File: src/dbu_regs.vh
// debug uart link: constants for frame layout, command bits and memory control
// assumes inclusion by bare name from the design files
`ifndef DBU_REGS_VH
`define DBU_REGS_VH

`define DBU_SYNC_CHAR 8'h80
`define DBU_CMD_WR 7
`define DBU_CMD_BW 6
`define DBU_ADDR_W 6
`define DBU_MCTL_ADDR 6'h04
`define DBU_MADDR_ADDR 6'h05
`define DBU_MDATA_ADDR 6'h06
`define DBU_MCNT_ADDR 6'h07
`define DBU_MCTL_START 0
`define DBU_MCTL_WR 1
`define DBU_MCTL_REG 2
`define DBU_MCTL_BW 3
`define DBU_BITS 4'h8
`define DBU_FRAME_STEPS 4'hB
`define DBU_DIV_SHIFT 3
`define DBU_CNT_W 16
`define DBU_CLK_HZ 10000000
`define DBU_MAX_BPS 1500000
`define DBU_MIN_BIT_CYC (`DBU_CLK_HZ / `DBU_MAX_BPS)
`define DBU_ZERO16 16'h0000
`define DBU_ZERO8 8'h00
`define DBU_ONE16 16'h0001
`define DBU_TWO16 16'h0002

`endif

File: src/dbu_link.v
// debug uart link: autobaud, command decode, debug register access and burst data
// assumes one clock; rstn is power-on reset; dbg_en is async debug enable
`timescale 1ns/1ns
`default_nettype none
`include "dbu_regs.vh"
module dbu_link
(
  // clock and reset
  input wire clk,
  input wire rstn,
  input wire dbg_en,
  // serial line
  input wire rxd,
  output wire txd,
  // debug register port
  output reg [5:0] reg_addr,
  output reg [15:0] reg_wdata,
  output reg reg_wr,
  output reg reg_rd,
  output reg reg_byte,
  input wire [15:0] reg_rdata,
  // burst access to memory side
  output reg [15:0] mem_addr,
  output reg [15:0] mem_wdata,
  output reg mem_wr,
  output reg mem_rd,
  output reg mem_byte,
  output reg mem_cpu_reg,
  input wire [15:0] mem_rdata,
  input wire mem_rvalid,
  input wire [15:0] burst_addr_start,
  input wire [15:0] burst_count_reg,
  // reset request and status
  input wire puc_req_in,
  output reg puc_req,
  output wire synced
);
  localparam S_SYNC = 8'h01;
  localparam S_CMD = 8'h02;
  localparam S_WLO = 8'h04;
  localparam S_WHI = 8'h08;
  localparam S_RSND = 8'h10;
  localparam S_BWR = 8'h20;
  localparam S_BRD = 8'h40;
  localparam S_BSND = 8'h80;

  wire arst_n = rstn & dbg_en;
  wire rx_s;
  reg rx_d;
  reg [7:0] state;
  reg [15:0] bit_cyc;
  reg [15:0] meas;
  reg meas_on;
  reg [15:0] rcnt;
  reg [3:0] rbit;
  reg rx_busy;
  reg [7:0] rsh;
  reg rx_done;
  reg [7:0] cmd;
  reg [15:0] txbuf;
  reg tx_hi;
  reg tx_send;
  reg [7:0] tx_data;
  reg [15:0] bcnt;
  reg bhi;
  wire tx_busy;
  wire cmd_wr = rsh[`DBU_CMD_WR];
  wire cmd_bw = rsh[`DBU_CMD_BW];

  dbu_sync u_sync
  (
    .clk(clk),
    .rstn(arst_n),
    .din(rxd),
    .dout(rx_s)
  );

  dbu_tx u_tx
  (
    .clk(clk),
    .rstn(arst_n),
    .bit_cyc(bit_cyc),
    .send(tx_send),
    .data(tx_data),
    .busy(tx_busy),
    .txd(txd)
  );

  assign synced = (state != S_SYNC);

  // receiver and baud measurement
  always @(posedge clk or negedge arst_n)
  begin
    if (!arst_n)
    begin
      rx_d <= 1'b1;
      bit_cyc <= `DBU_ZERO16;
      meas <= `DBU_ZERO16;
      meas_on <= 1'b0;
      rcnt <= `DBU_ZERO16;
      rbit <= 4'h0;
      rx_busy <= 1'b0;
      rsh <= `DBU_ZERO8;
      rx_done <= 1'b0;
    end
    else
    begin
      rx_d <= rx_s;
      rx_done <= 1'b0;
      if (state == S_SYNC)
      begin
        if (rx_d && !rx_s)
        begin
          meas_on <= 1'b1;
          meas <= `DBU_ONE16;
        end
        else if (meas_on && rx_s)
        begin
          meas_on <= 1'b0;
          bit_cyc <= meas >> `DBU_DIV_SHIFT;
          rx_done <= 1'b1;
        end
        else if (meas_on && meas != 16'hFFFF)
          meas <= meas + `DBU_ONE16;
      end
      else if (!rx_busy)
      begin
        if (rx_d && !rx_s)
        begin
          // first sample at mid start bit
          rx_busy <= 1'b1;
          rbit <= 4'h0;
          rcnt <= bit_cyc >> 1;
        end
      end
      else if (rcnt == `DBU_ZERO16)
      begin
        rcnt <= bit_cyc - `DBU_ONE16;
        rbit <= rbit + 4'h1;
        if (rbit == 4'h0 && rx_s)
          rx_busy <= 1'b0;
        else if (rbit == `DBU_BITS + 4'h1)
        begin
          rx_busy <= 1'b0;
          rx_done <= 1'b1;
        end
        else if (rbit != 4'h0)
          rsh <= {rx_s, rsh[7:1]};
      end
      else
        rcnt <= rcnt - `DBU_ONE16;
    end
  end

  // command decode and burst engine
  always @(posedge clk or negedge arst_n)
  begin
    if (!arst_n)
    begin
      state <= S_SYNC;
      cmd <= `DBU_ZERO8;
      reg_addr <= 6'h00;
      reg_wdata <= `DBU_ZERO16;
      reg_wr <= 1'b0;
      reg_rd <= 1'b0;
      reg_byte <= 1'b0;
      mem_addr <= `DBU_ZERO16;
      mem_wdata <= `DBU_ZERO16;
      mem_wr <= 1'b0;
      mem_rd <= 1'b0;
      mem_byte <= 1'b0;
      mem_cpu_reg <= 1'b0;
      txbuf <= `DBU_ZERO16;
      tx_hi <= 1'b0;
      tx_send <= 1'b0;
      tx_data <= `DBU_ZERO8;
      bcnt <= `DBU_ZERO16;
      bhi <= 1'b0;
      puc_req <= 1'b0;
    end
    else
    begin
      reg_wr <= 1'b0;
      reg_rd <= 1'b0;
      mem_wr <= 1'b0;
      mem_rd <= 1'b0;
      tx_send <= 1'b0;
      puc_req <= puc_req_in;
      case (state)
        S_SYNC:
        begin
          if (rx_done)
            state <= S_CMD;
        end
        S_CMD:
        begin
          if (rx_done)
          begin
            cmd <= rsh;
            reg_addr <= rsh[5:0];
            reg_byte <= cmd_bw;
            if (cmd_wr)
              state <= S_WLO;
            else
            begin
              reg_rd <= 1'b1;
              state <= S_RSND;
              tx_hi <= 1'b0;
            end
          end
        end
        S_WLO:
        begin
          if (rx_done)
          begin
            reg_wdata <= {`DBU_ZERO8, rsh};
            // byte write goes straight to the burst check
            if (cmd[`DBU_CMD_BW])
              reg_wr <= 1'b1;
            state <= S_WHI;
          end
        end
        S_WHI:
        begin
          if (reg_wr)
          begin
            if (cmd[5:0] == `DBU_MCTL_ADDR && reg_wdata[`DBU_MCTL_START]
                && burst_count_reg != `DBU_ZERO16)
            begin
              // burst starts right after start bit
              mem_addr <= burst_addr_start;
              bcnt <= burst_count_reg;
              mem_byte <= reg_wdata[`DBU_MCTL_BW];
              mem_cpu_reg <= reg_wdata[`DBU_MCTL_REG];
              bhi <= 1'b0;
              state <= reg_wdata[`DBU_MCTL_WR] ? S_BWR : S_BRD;
              if (!reg_wdata[`DBU_MCTL_WR])
                mem_rd <= 1'b1;
            end
            else
              state <= S_CMD;
          end
          else if (rx_done)
          begin
            reg_wdata <= {rsh, reg_wdata[7:0]};
            reg_wr <= 1'b1;
          end
        end
        S_RSND:
        begin
          if (!tx_busy && !tx_send && !reg_rd)
          begin
            tx_send <= 1'b1;
            tx_data <= tx_hi ? txbuf[15:8] : reg_rdata[7:0];
            if (!tx_hi)
              txbuf <= reg_rdata;
            if (tx_hi || cmd[`DBU_CMD_BW])
              state <= S_CMD;
            tx_hi <= 1'b1;
          end
        end
        S_BWR:
        begin
          if (rx_done)
          begin
            mem_wdata <= bhi ? {rsh, mem_wdata[7:0]} : {8'h00, rsh};
            bhi <= !bhi && !mem_byte;
            if (bhi || mem_byte)
              mem_wr <= 1'b1;
          end
          if (mem_wr)
          begin
            mem_addr <= mem_addr + (mem_byte ? `DBU_ONE16 : `DBU_TWO16);
            bcnt <= bcnt - `DBU_ONE16;
            if (bcnt == `DBU_ONE16)
              state <= S_CMD;
          end
        end
        S_BRD:
        begin
          if (mem_rvalid)
          begin
            txbuf <= mem_rdata;
            tx_hi <= 1'b0;
            state <= S_BSND;
          end
        end
        S_BSND:
        begin
          if (!tx_busy && !tx_send)
          begin
            tx_send <= 1'b1;
            tx_data <= tx_hi ? txbuf[15:8] : txbuf[7:0];
            tx_hi <= 1'b1;
            if (tx_hi || mem_byte)
            begin
              mem_addr <= mem_addr + (mem_byte ? `DBU_ONE16 : `DBU_TWO16);
              bcnt <= bcnt - `DBU_ONE16;
              if (bcnt == `DBU_ONE16)
                state <= S_CMD;
              else
              begin
                mem_rd <= 1'b1;
                state <= S_BRD;
              end
            end
          end
        end
        default:
          state <= S_SYNC;
      endcase
    end
  end
endmodule
`default_nettype wire

File: src/dbu_sync.v
// debug uart link: two-flop synchroniser for the receive line
// assumes the line idles high, so reset value is high
`timescale 1ns/1ns
`default_nettype none
module dbu_sync
(
  // clock and reset
  input wire clk,
  input wire rstn,
  // async in, synced out
  input wire din,
  output reg dout
);
  reg meta;
  always @(posedge clk or negedge rstn)
  begin
    if (!rstn)
    begin
      meta <= 1'b1;
      dout <= 1'b1;
    end
    else
    begin
      meta <= din;
      dout <= meta;
    end
  end
endmodule
`default_nettype wire

File: src/dbu_tx.v
// debug uart link: 8n1 transmitter, lsb first, idles high
// assumes bit period in clk cycles is nonzero and stable during a frame
`timescale 1ns/1ns
`default_nettype none
`include "dbu_regs.vh"
module dbu_tx
(
  // clock and reset
  input wire clk,
  input wire rstn,
  // bit period
  input wire [15:0] bit_cyc,
  // byte request
  input wire send,
  input wire [7:0] data,
  output wire busy,
  // serial line
  output reg txd
);
  reg [9:0] shreg;
  reg [3:0] left;
  reg [15:0] cnt;
  assign busy = (left != 4'h0);
  always @(posedge clk or negedge rstn)
  begin
    if (!rstn)
    begin
      shreg <= 10'h3FF;
      left <= 4'h0;
      cnt <= `DBU_ZERO16;
      txd <= 1'b1;
    end
    else if (!busy)
    begin
      txd <= 1'b1;
      if (send)
      begin
        shreg <= {1'b1, data, 1'b0};
        // one step past the stop bit so it stands a full period
        left <= `DBU_FRAME_STEPS;
        cnt <= `DBU_ZERO16;
      end
    end
    else if (cnt == `DBU_ZERO16)
    begin
      txd <= shreg[0];
      shreg <= {1'b1, shreg[9:1]};
      cnt <= bit_cyc - `DBU_ONE16;
      left <= left - 4'h1;
    end
    else
      cnt <= cnt - `DBU_ONE16;
  end
endmodule
`default_nettype wire
File: config.mk
export PLATFORM = sky130hd
export DESIGN_NAME = dbu_link
export DESIGN_NICKNAME = d
export VERILOG_FILES = /design/src/dbu_link.v /design/src/dbu_sync.v /design/src/dbu_tx.v
export VERILOG_INCLUDE_DIRS = /design/src
export SDC_FILE = /design/constraint.sdc
export NUM_CORES = 1
export LEC_CHECK = 0
export BUFFER_PORTS_ARGS = -buffer_cell sky130_fd_sc_hd__buf_2
export CAP_MARGIN = 20
export CORE_ASPECT_RATIO = 0.8
export CORE_MARGIN = 5
export CORE_UTILIZATION = 58
export DETAILED_ROUTE_END_ITERATION = 16
export MAX_ROUTING_LAYER = met4
export PLACE_DENSITY = 0.76
export SYNTH_ARGS = -nofsm -noshare
export SYNTH_HDL_FRONTEND = slang
export SYNTH_SLANG_ARGS = --single-unit
File: constraint.sdc
create_clock -name clk -period 13.3 [get_ports clk]
set_input_delay 3.325 -clock clk [delete_from_list [all_inputs] [get_ports clk]]
set_output_delay 3.325 -clock clk [all_outputs]
set_load 0.05 [all_outputs]
Word-level counts from Yosys, hierarchy flattened
Index checks and enable logic that the tools add are counted.

Flip-flop bits (word level): 214. Input bits: 70. Logic and storage cells: 246.

Add/subtract/negate cells: 8. Equal/unequal tests: 33. Multiplexer cells: 108. Bitwise gates (word level): 7. Reduce and logical (&&, ||, !) cells: 53.

Operators with widths (count): 16-bit 2-to-1 mux (26); 8-bit 2-to-1 mux (15); 16-bit one-hot mux with 3 select lines (2); 16-bit one-hot mux with 2 select lines (2); 8-bit one-hot mux with 8 select lines (1); 16-bit by 1-bit subtractor with 16-bit output, second input constant (3); 1-bit 2-to-1 mux (42); 2-bit != test, second input constant (18); 16-bit logical NOT (2); 10-bit 2-to-1 mux (3); 4-bit 2-to-1 mux (6); 7-bit 2-to-1 mux (3); 3-bit AND reduction (7); 6-bit AND reduction (3); 16-bit by 1-bit adder with 16-bit output, second input constant (1); 16-bit by 2-bit adder with 16-bit output (1); 16-bit by 1-bit == test with 1-bit output, second input constant (1); 16-bit != test, second input constant (1); 8-bit one-hot mux with 2 select lines (1); 16-bit nonzero test (1); 2-bit nonzero test (8); 13-bit by 1-bit subtractor with 14-bit output, second input constant (1); 4-bit AND reduction (3); 4-bit nonzero test (3); 27 further kinds (55).

Depth between registers and ports, before layout
Gate-level depths: netlist (run 1).

Word-level depth: 6. Depth in mapped cells: 10. Depth with buffers taken out: 8.

Modules after synthesis
A second synthesis (run 1) with hierarchy kept.

Cells, all modules: 1218. Area total of the unflattened synthesis: 11417.2 µm².

By module, submodules not included: dbu_link (times used 1, cells an instance 981, area each 9400.3 µm², seq. area each 4356.7 µm²); dbu_tx (times used 1, cells an instance 235, area each 1964.4 µm², seq. area each 763.2 µm²); dbu_sync (times used 1, cells an instance 2, area each 52.6 µm², seq. area each 52.6 µm²).

Least setup slack after synthesis (run 1)
Ideal clock, no wire load.

Path kind: input to register. Start point: input burst_count_reg[3]. End point: register mem_addr[7]. Library setup time: 87 ps. Arrival: 4750 ps. Data required time: 13213 ps. Setup slack: 8463 ps. Cell stages on the path: 7. Cell sequence: nor4_1 -> nand4_1 -> or4b_2 -> a21oi_2 -> buf_2 -> o21ai_0 -> a22oi_1.

Cells in the longest elaborated chain, start to end: 4.

Ends and longest elaborated chain: start: declaration (RTL line dbu_link.v:32) `input wire [15:0] burst_count_reg,`; 16-bit nonzero test (no source line); 1-bit logical AND (no source line); 2-bit != test (no source line); 6-bit AND reduction (no source line); end signal: assignment (RTL line dbu_link.v:167) `` mem_addr <= `DBU_ZERO16; ``; end signal: assignment (RTL line dbu_link.v:231) `mem_addr <= burst_addr_start;`; end signal: assignment (RTL line dbu_link.v:273) `` mem_addr <= mem_addr + (mem_byte ? `DBU_ONE16 : `DBU_TWO16); ``; end: declaration (RTL line dbu_link.v:23) `output reg [15:0] mem_addr,`.

Every way passes these cells. A chain may end at the register's enable or synchronous reset.

Worst setup path in the final report (run 1)
Start point: register state[6]. End point: output synced.

Cells in the longest elaborated chain, start to end: 1.

Ends and longest elaborated chain: start: declaration (RTL line dbu_link.v:50) `reg [7:0] state;`; start signal: assignment (RTL line dbu_link.v:236) `` state <= reg_wdata[`DBU_MCTL_WR] ? S_BWR : S_BRD; ``; 8-bit by 1-bit != test with 1-bit output (RTL line dbu_link.v:89) `assign synced = (state != S_SYNC);`; end: declaration (RTL line dbu_link.v:36) `output wire synced`.

Every way passes these cells.

==> results of run 1 <==
critical path, stage by stage, from the launching register on:
cell,delay [ns]
dfrtp_1,0.43
nor3_1,0.47
and4_1,0.67
inv_1,0.27
buf_2,0.29
cell usage in the layout, fill, tap and decap left out, drive strengths merged, types with 7 or more instances in the layout:
master     n
dfrtp    192
nand2    176
buf      147
o21ai    136
nor2     108
a21oi     86
nor3      45
nand3     32
clkbuf    32
inv       28
mux2i     28
mux2      23
xnor2     18
or3       18
nor4      17
nand4     16
o22ai     16
ha        14
dfstp     14
and3      12
o211ai    10
a22o      10
a31oi     10
nor3b      9
o2bb2ai    8
a21o       8
nand2b     7
xor2       7
path summary, 6_finish.rpt:
path                              from           end  slack (ns)  depth (start not counted)
setup reg to reg              state[6]   mem_addr[7]        9.99                          7
hold reg to reg            u_sync.meta   u_sync.dout        0.36                          0
setup / recovery              state[6]        synced        7.34                          4
max in group asynchronous         rstn  mem_wdata[5]        8.76                          3
min in group asynchronous       dbg_en       puc_req        3.05                          2
hold / removal             u_sync.meta   u_sync.dout        0.36                          0
area by class of cell:
class	instances	area, sq um
clock buffer	32	628
timing repair buffer	147	788
fill	1529	5890
inverter	28	105
sequential	206	5170
multi-input combinational	904	5230
clock inverter	7	71.3
tap	230	288
where the power goes:
group          leakage [nW]  switching, mW  internal [mW]
Clock                 0.348          0.247          0.348
Sequential             2.69          0.100          0.735
Combinational          2.86          0.306          0.175
stage by stage:
step,hold WS (ns),setup WS [ns],util (%),cells
after floorplan,0.345,3.36,-,1198
after global placement,0.346,8.01,63.5,1512
after detailed placement,0.348,7.93,63.5,1512
after CTS,0.357,7.38,67.4,1551
after global routing,0.363,7.17,67.6,1554
final,0.355,7.34,67.6,1554
Yosys cell counts, types with 4 or more instances:
| cell | instances | area [sq um] |
|---|---|---|
| buf_2 | 4 | 20.0 |
| or2_2 | 4 | 25.0 |
| or3_1 | 17 | 106 |
| o31ai_1 | 6 | 45.0 |
| xor2_1 | 7 | 61.3 |
| dfstp_2 | 14 | 368 |
| o21ai_0 | 133 | 666 |
| mux2i_1 | 28 | 280 |
| nor3_1 | 44 | 220 |
| a211oi_1 | 4 | 30.0 |
| and2_1 | 6 | 37.5 |
| clkbuf_1 | 54 | 203 |
| nor4_1 | 17 | 106 |
| inv_1 | 28 | 105 |
| nand4b_1 | 4 | 35.0 |
| o2bb2ai_1 | 8 | 70.1 |
| and3_1 | 12 | 75.1 |
| nand3_1 | 32 | 160 |
| a31oi_1 | 10 | 62.6 |
| nand4_1 | 16 | 100 |
| or4_1 | 6 | 45.0 |
| xnor2_1 | 18 | 158 |
| a21o_1 | 8 | 60.1 |
| dfrtp_1 | 192 | 4800 |
| a22o_1 | 10 | 87.6 |
| o211ai_1 | 10 | 75.1 |
| ha_1 | 14 | 175 |
| and4_1 | 5 | 43.8 |
| o22ai_1 | 16 | 100 |
| nor3b_1 | 9 | 67.6 |
| nand2_1 | 176 | 661 |
| nor2b_1 | 5 | 31.3 |
| a2bb2oi_1 | 4 | 35.0 |
| nand2b_1 | 7 | 43.8 |
| a22oi_1 | 6 | 45.0 |
| mux2_2 | 23 | 259 |
| nor2_1 | 108 | 405 |
| a21oi_1 | 85 | 425 |
kinds of logic (layout without fill, tap and decap cells):
| kind of cell | Yosys count | in the layout | share of synthesized area [%] |
|---|---|---|---|
| adders and majority gates | 15 | 15 | 1.82 |
| AOI/OAI and AO/OA | 330 | 330 | 18.2 |
| buffers and inverters | 88 | 214 | 3.13 |
| DFF | 206 | 206 | 48.2 |
| muxes | 51 | 51 | 5.03 |
| xor gates and xnor gates | 25 | 25 | 2.04 |
| and+or+nand+nor | 483 | 483 | 21.6 |
per-layer routing:
| metal | track usage [%] | wire [microns] | vias to the layer above |
|---|---|---|---|
| met4 | 4.93 | 454 | 0 |
| met3 | 3.19 | 2180 | 42 |
| met2 | 34.9 | 11600 | 395 |
| met1 | 42.9 | 13400 | 4504 |
| li1 | - | - | 4541 |
| met5 | - | 0 | - |
==> results.cfg, run 1 <==
[run]
cap_violations = 0

[timing]
finalCriticalPeriod_ns = 5.96
rsz0062_at_grt = no
fin_skew_ns = 0.0149
tightest_slew_ns = 1.07
hold_violations = 0
report.final.slew_viol_count = 0
max-slew-margin-rel_pct = 28.0
period_share_pct = 44.8
fmax_ghz = 0.168
setup_tns_ns = 0
setup_viol = 0

[logic_synthesis]
synth_cell_types = 65
yosys_warnings = 0
yosysSeqAreaShare_pct = 48.2
syn_nets = 1283
avgSynthCellArea_sq_um = 8.95
ys.flop_type = dfrtp_1
syn_area_sq_um = 10700
yosys_register_bits = 206
synth_enable_flop_cells = 0
synthCells = 1198
synthArstFlopShare_pct = 100

[global_routing]
grt_pass1_vias = 8552
grtUsageTotal_pct = 26.2
overflow = 0
grt_max_degree = 75
grt_antenna_before_repair = 0
grt_pass1_wl_mm = 45.4

[die]
io_pins = 134
core_sq_um = 18200
die-height_microns = 132
die_w_microns = 162
start_util_pct = 59.0
row_count = 44
die_area_sq_um = 21300

[finish]
nNetsFinal = 1394
drive_above_1_share_pct = 17.9
syn_to_final_growth_pct = 14.5
antenna_cells = 0
final_cell_area_sq_um = 12300

[route]
via_count = 9482
finalWirelength_mm = 27.7
vias_per_cell = 6.10
routedWlPerCell_microns = 17.8
antenna_left = 0
first_pass_iters = 6
drt-initial-drc-count = 1018
drc = 0

[clocking]
ctsHtreeMaxLevel = 1
root_buffer = clkbuf_16
clockBufferDepth = 3
clkLatencyLatePin_ns = 0.50
hold_buffers = 0
clock-sinks = 206
post_cts_buffers = 0
ctsResizeCount = 0
path_clk_slew_ns = 0.06
numCtsBuffers = 22
cts_tree = yes

[place]
gp_congestion = 0.965
place_hpwl_mm = 19.6
dpl_cell_area_sq_um = 11500
portBuffers = 133

[critical_path]
cp_max_fo = 13
crit_path_end_kind = output port
required_ns = 9.97
path_class = register to output port
critPathLaunchType = register
cp.arrival_ns = 2.63

[worst_hold_path]
hp-class = register to register

[run_status]
status = complete, no violations

[pwr]
worst_ir_drop_vdd_mv = 0.0856
cellLeakagePower_nw = 5.90
p_per_area_nw_per_um2 = 156
total_power_mw = 1.91
Note: power is estimated with default switching activity, not from simulation.
==> run 2: changes to the inputs <==
- CORE_UTILIZATION: 58 -> 53
- PLACE_DENSITY: 0.76 -> 0.73
- clock period: 13.3 -> 5.05 ns (I/O delays scaled with it)
==> run 2 against run 1 <==
  * Critical endpoint unchanged
  * Die area up 8.8%
  * Worst hold slack improved by 0.0055 ns
  * Wire length up 2.0%
  * Highest routed layer unchanged
  * Largest power group unchanged
  * Sequential share of layout area decreased by 0.22 points
==> results.cfg, run 2 (same netlist as run 1, synthesis figures left out) <==
[die]
die-height_microns = 137
row_count = 46
die_w_microns = 169
io_pins = 134
start_util_pct = 54.0
die_area_sq_um = 23200
core_sq_um = 19900

[timing]
report.final.slew_viol_count = 0
rsz0062_at_grt = no
fmax_ghz = 0.258
hold_slack_ns = 0.361
tightest_slew_ns = 1.03
finalCriticalPeriod_ns = 3.87
period_share_pct = 76.7
hold_violations = 0
max-slew-margin-rel_pct = 31.0
setup_tns_ns = 0
fin_skew_ns = 0.0147
fin_ws_ns = 1.18
setup_viol = 0

[pwr]
worst_ir_drop_vdd_mv = 0.244
cellLeakagePower_nw = 5.90
p_per_area_nw_per_um2 = 403
total_power_mw = 4.98

[global_routing]
grt_util_met3_pct = 4.10
overflow = 0
grt_max_degree = 74
grt_pass1_vias = 8848
grtUsageTotal_pct = 25.1
grt_pass1_wl_mm = 46.5
grt_antenna_before_repair = 0
grtUsageMet1_pct = 38.6
met2_usage_pct = 35.9
grt_busiest_layer = met1

[place]
dp_cells = 1548
gp_congestion = 0.931
place_hpwl_mm = 20.3
portBuffers = 133
dpl_worst_slack_ns = 1.75

[critical_path]
cp.arrival_ns = 2.61
required_ns = 3.79
r2r_start = state[1]
critPathLaunchType = register
path_class = register to output port
r2r_end = mem_addr[7]
cp_max_fo = 13
crit_path_cell_trace = nor3_1, and4_1, inv_1, buf_2
rr_worst_depth = 7
rrSetupSlack_ns = 1.74
slowest_delay_ns = 0.65
crit_path_end_kind = output port
cp_slowest_cell = and4_1

[clocking]
clock-sinks = 206
ctsHtreeMaxLevel = 1
root_buffer = clkbuf_16
path_clk_slew_ns = 0.06
post_cts_buffers = 0
clkLatencyLatePin_ns = 0.51
cts_tree = yes
ctsResizeCount = 0
clockBufferDepth = 3
numCtsBuffers = 22
hold_buffers = 0

[route]
via_count = 9526
vias_per_cell = 6.00
first_pass_iters = 5
drt-initial-drc-count = 1091
routedWlPerCell_microns = 17.8
antenna_left = 0
drc = 0
finalWirelength_mm = 28.2

[finish]
ff_latch_area_sq_um = 5170
stdcell_count = 1588
syn_to_final_growth_pct = 15.1
final_cell_mix = 192 x dfrtp_1, 175 x nand2_1, 134 x buf_2, 133 x o21ai_0, 108 x nor2_1
multi_input_area_sq_um = 5230
nFillCells = 1691
final_common_cell = dfrtp_1
nNetsFinal = 1397
antenna_cells = 0
drive_above_1_share_pct = 17.9

[worst_hold_path]
min_from = u_sync.meta
whs_path_depth = 0
hold_end = u_sync.dout
hp-class = register to register

[run]
cap_violations = 0

[run_status]
status = complete, no violations
-- run 2: changes by cell type in the layout (fill, tap and decap cells not counted) --
cell,previous run,this run
buf_6,0,1
buf_16,1,2
clkinvlp_4,0,1
buf_12,0,1
bufinv_16,1,0
clkinv_2,5,2
-- run 2: metrics by stage --
stage / utilization [%] / area, sq um
floorplan: - / 10700
global placement: 58.5 / 11600
detailed placement: 58.5 / 11600
CTS: 61.8 / 12300
global route: 62.2 / 12300
finish: 62.2 / 12300
-- run 2: worst max-delay path by stage --
stage | end | startpoint | slack (ns) | cells past startpoint
after floorplan | bcnt[0] | rstn | 0.37 | 1
after global routing | synced | state[1] | 1.04 | 4
after global placement | mem_addr[7] | burst_count_reg[1] | 1.86 | 8
final | synced | state[1] | 1.18 | 4
after CTS | synced | state[7] | 1.21 | 4
after detailed placement | synced | state[7] | 1.75 | 4
-- run 2: routing by layer --
metal  wire length [microns]  up-vias
met3                    2290       29
li1                        -     4549
met2                   12000      366
met4                     389        0
met5                       0        -
met1                   13600     4582
-- run 2: power breakdown --
group | leakage, nW | internal (mW) | switching, mW
registers | 2.69 | 1.94 | 0.272
clock network | 0.322 | 0.859 | 0.636
logic | 2.89 | 0.466 | 0.807
total | 5.90 | 3.26 | 1.72
-- run 2: final cells by class --
| cell class | instances | share of cell area (%) |
|---|---|---|
| Clock buffer | 32 | 5.09 |
| Clock inverter | 4 | 0.274 |
| Inverter | 28 | 0.851 |
| Multi-Input combinational cell | 904 | 42.4 |
| Sequential cell | 206 | 41.9 |
| Tap cell | 264 | 2.68 |
| Timing Repair Buffer | 150 | 6.86 |
-- run 2: critical path, delay by kind of cell, from the launching register on --
kind,cells,cell delay (ns)
buffers and inverters,2,0.54
flip-flops,1,0.45
AND/OR/NAND/NOR,2,1.10
==> run 3: changes to the inputs <==
- CORE_UTILIZATION: 53 -> 58
- PLACE_DENSITY: 0.73 -> 0.76
- clock period: 5.05 -> 4.05 ns (I/O delays scaled with it)
==> run 3 against run 2 <==
  * Final cell count fell by 1.8%
  * First-iteration DRC count is 14% lower
  * Largest power group unchanged
  * Non-clock buffer count rose by 3
  * Clock skew is 0.0010 ns lower
  * Wire length shrank 0.44%
  * Critical path depth increased by 1
  * Critical endpoint unchanged
  * Largest cell class unchanged
==> results.cfg, run 3 (same netlist as run 1, synthesis figures left out) <==
[critical_path]
crit_path_cell_trace = nor3_1, and4_1, buf_4, inv_1, buf_2
required_ns = 3.04
cp_top_family = simple AND/OR/NAND/NOR gates
cp_num_buf_inv = 3
cp.arrival_ns = 2.49
cp_slowest_cell = nor3_1
critPathLaunchType = register
path_class = register to output port
slowest_delay_ns = 0.59
cp_max_fo = 13
crit_path_end_kind = output port

[pwr]
pwr-share-clk_pct = 30.3
cellLeakagePower_nw = 5.92
seq_power_share_pct = 44.1
worst_ir_drop_vdd_mv = 0.313
total_power_mw = 6.26
p_comb_share_pct = 25.6
p_int_mw = 4.10
p_per_area_nw_per_um2 = 508
p_sw_mw = 2.16
swShare_pct = 34.6

[clocking]
root_buffer = clkbuf_16
clockBufferDepth = 3
clkLatencyLatePin_ns = 0.52
path_clk_slew_ns = 0.06
clock-sinks = 206
ctsHtreeMaxLevel = 1
numCtsBuffers = 22
post_cts_buffers = 0
cts_tree = yes
ctsResizeCount = 0
hold_buffers = 0

[die]
start_util_pct = 59.0
die-height_microns = 132
io_pins = 134
row_count = 44
die_area_sq_um = 21300
die_w_microns = 162
core_sq_um = 18200

[finish]
ff_latch_area_sq_um = 5170
final_common_cell = dfrtp_1
drive_above_1_share_pct = 18.1
nFillCells = 1501
multi_input_area_sq_um = 5230
syn_to_final_growth_pct = 14.9
final_cell_mix = 192 x dfrtp_1, 175 x nand2_1, 133 x o21ai_0, 133 x buf_2, 108 x nor2_1
nNetsFinal = 1400
antenna_cells = 0

[route]
drt-initial-drc-count = 937
routedWlPerCell_microns = 18.0
first_pass_iters = 5
via_count = 9670
antenna_left = 0
drc = 0
vias_per_cell = 6.20
finalWirelength_mm = 28.1

[timing]
finalCriticalPeriod_ns = 3.51
setup_tns_ns = 0
report.final.slew_viol_count = 0
setup_viol = 0
fin_skew_ns = 0.0137
fmax_ghz = 0.285
tightest_slew_ns = 0.994
period_share_pct = 86.6
hold_violations = 0
rsz0062_at_grt = no
max-slew-margin-rel_pct = 33.2

[place]
gp_congestion = 0.962
place_hpwl_mm = 20.1
portBuffers = 133

[global_routing]
grtUsageTotal_pct = 27.0
grt_antenna_before_repair = 0
grt_pass1_wl_mm = 47.0
overflow = 0
grt_pass1_vias = 9063
grt_max_degree = 68

[run_status]
status = complete, no violations

[run]
cap_violations = 0

[worst_hold_path]
hp-class = register to register
-- run 3: cell types whose count changed in the layout (fill, tap and decap cells not counted), sizes merged --
cell      change
buf           +1
clkbuf        +4
clkinv        +1
clkinvlp      -1
-- run 3: area by class of cell --
| cell class | count | area share, % |
|---|---|---|
| sequential | 206 | 42.0 |
| clock buffer | 34 | 5.16 |
| inverter | 28 | 0.853 |
| clock inverter | 4 | 0.366 |
| multi-input combinational | 904 | 42.4 |
| tap | 230 | 2.34 |
| timing repair buffer | 153 | 6.86 |
-- run 3: through the flow --
step / setup slack [ns] / instance area [sq um] / utilization (%) / hold WS (ns) / cells
detailed placement: 0.926 / 11600 / 64.0 / 0.347 / 1519
finish: 0.543 / 12300 / 67.8 / 0.355 / 1559
floorplan: 1.16 / 10700 / - / 0.345 / 1198
global placement: 1.01 / 11600 / 64.0 / 0.345 / 1519
global route: 0.437 / 12300 / 67.8 / 0.365 / 1559
CTS: 0.578 / 12300 / 67.7 / 0.355 / 1557
-- run 3: final timing paths --
path	from	slack, ns	depth (start not counted)	endpoint
worst max-delay path	state[7]	0.54	5	synced
worst min-delay path	u_sync.meta	0.35	0	u_sync.dout
worst min register to register	u_sync.meta	0.35	0	u_sync.dout
worst max register to register	rcnt[0]	0.91	6	rsh[1]
min in group asynchronous	dbg_en	0.67	2	meas[9]
max in group asynchronous	rstn	2.50	3	rsh[2]
-- run 3: per-layer routing --
metal  GRT usage, %  vias to the layer above  wire (microns)
met1           41.7                     4652           13100
met2           38.2                      433           12300
met5              -                        -               0
met4           4.46                        0             423
li1               -                     4546               -
met3           4.32                       39            2330
-- run 3: power by group through the flow --
stage	logic [mW]	clock network, mW	registers (mW)
6_report	1.60	1.90	2.76
5_1_grt	1.80	2.02	2.81
4_1_cts	1.58	1.93	2.75
3_5_place_dp	1.58	0	2.78
3_3_place_gp	1.53	0	2.77
2_1_floorplan	1.19	0	2.66
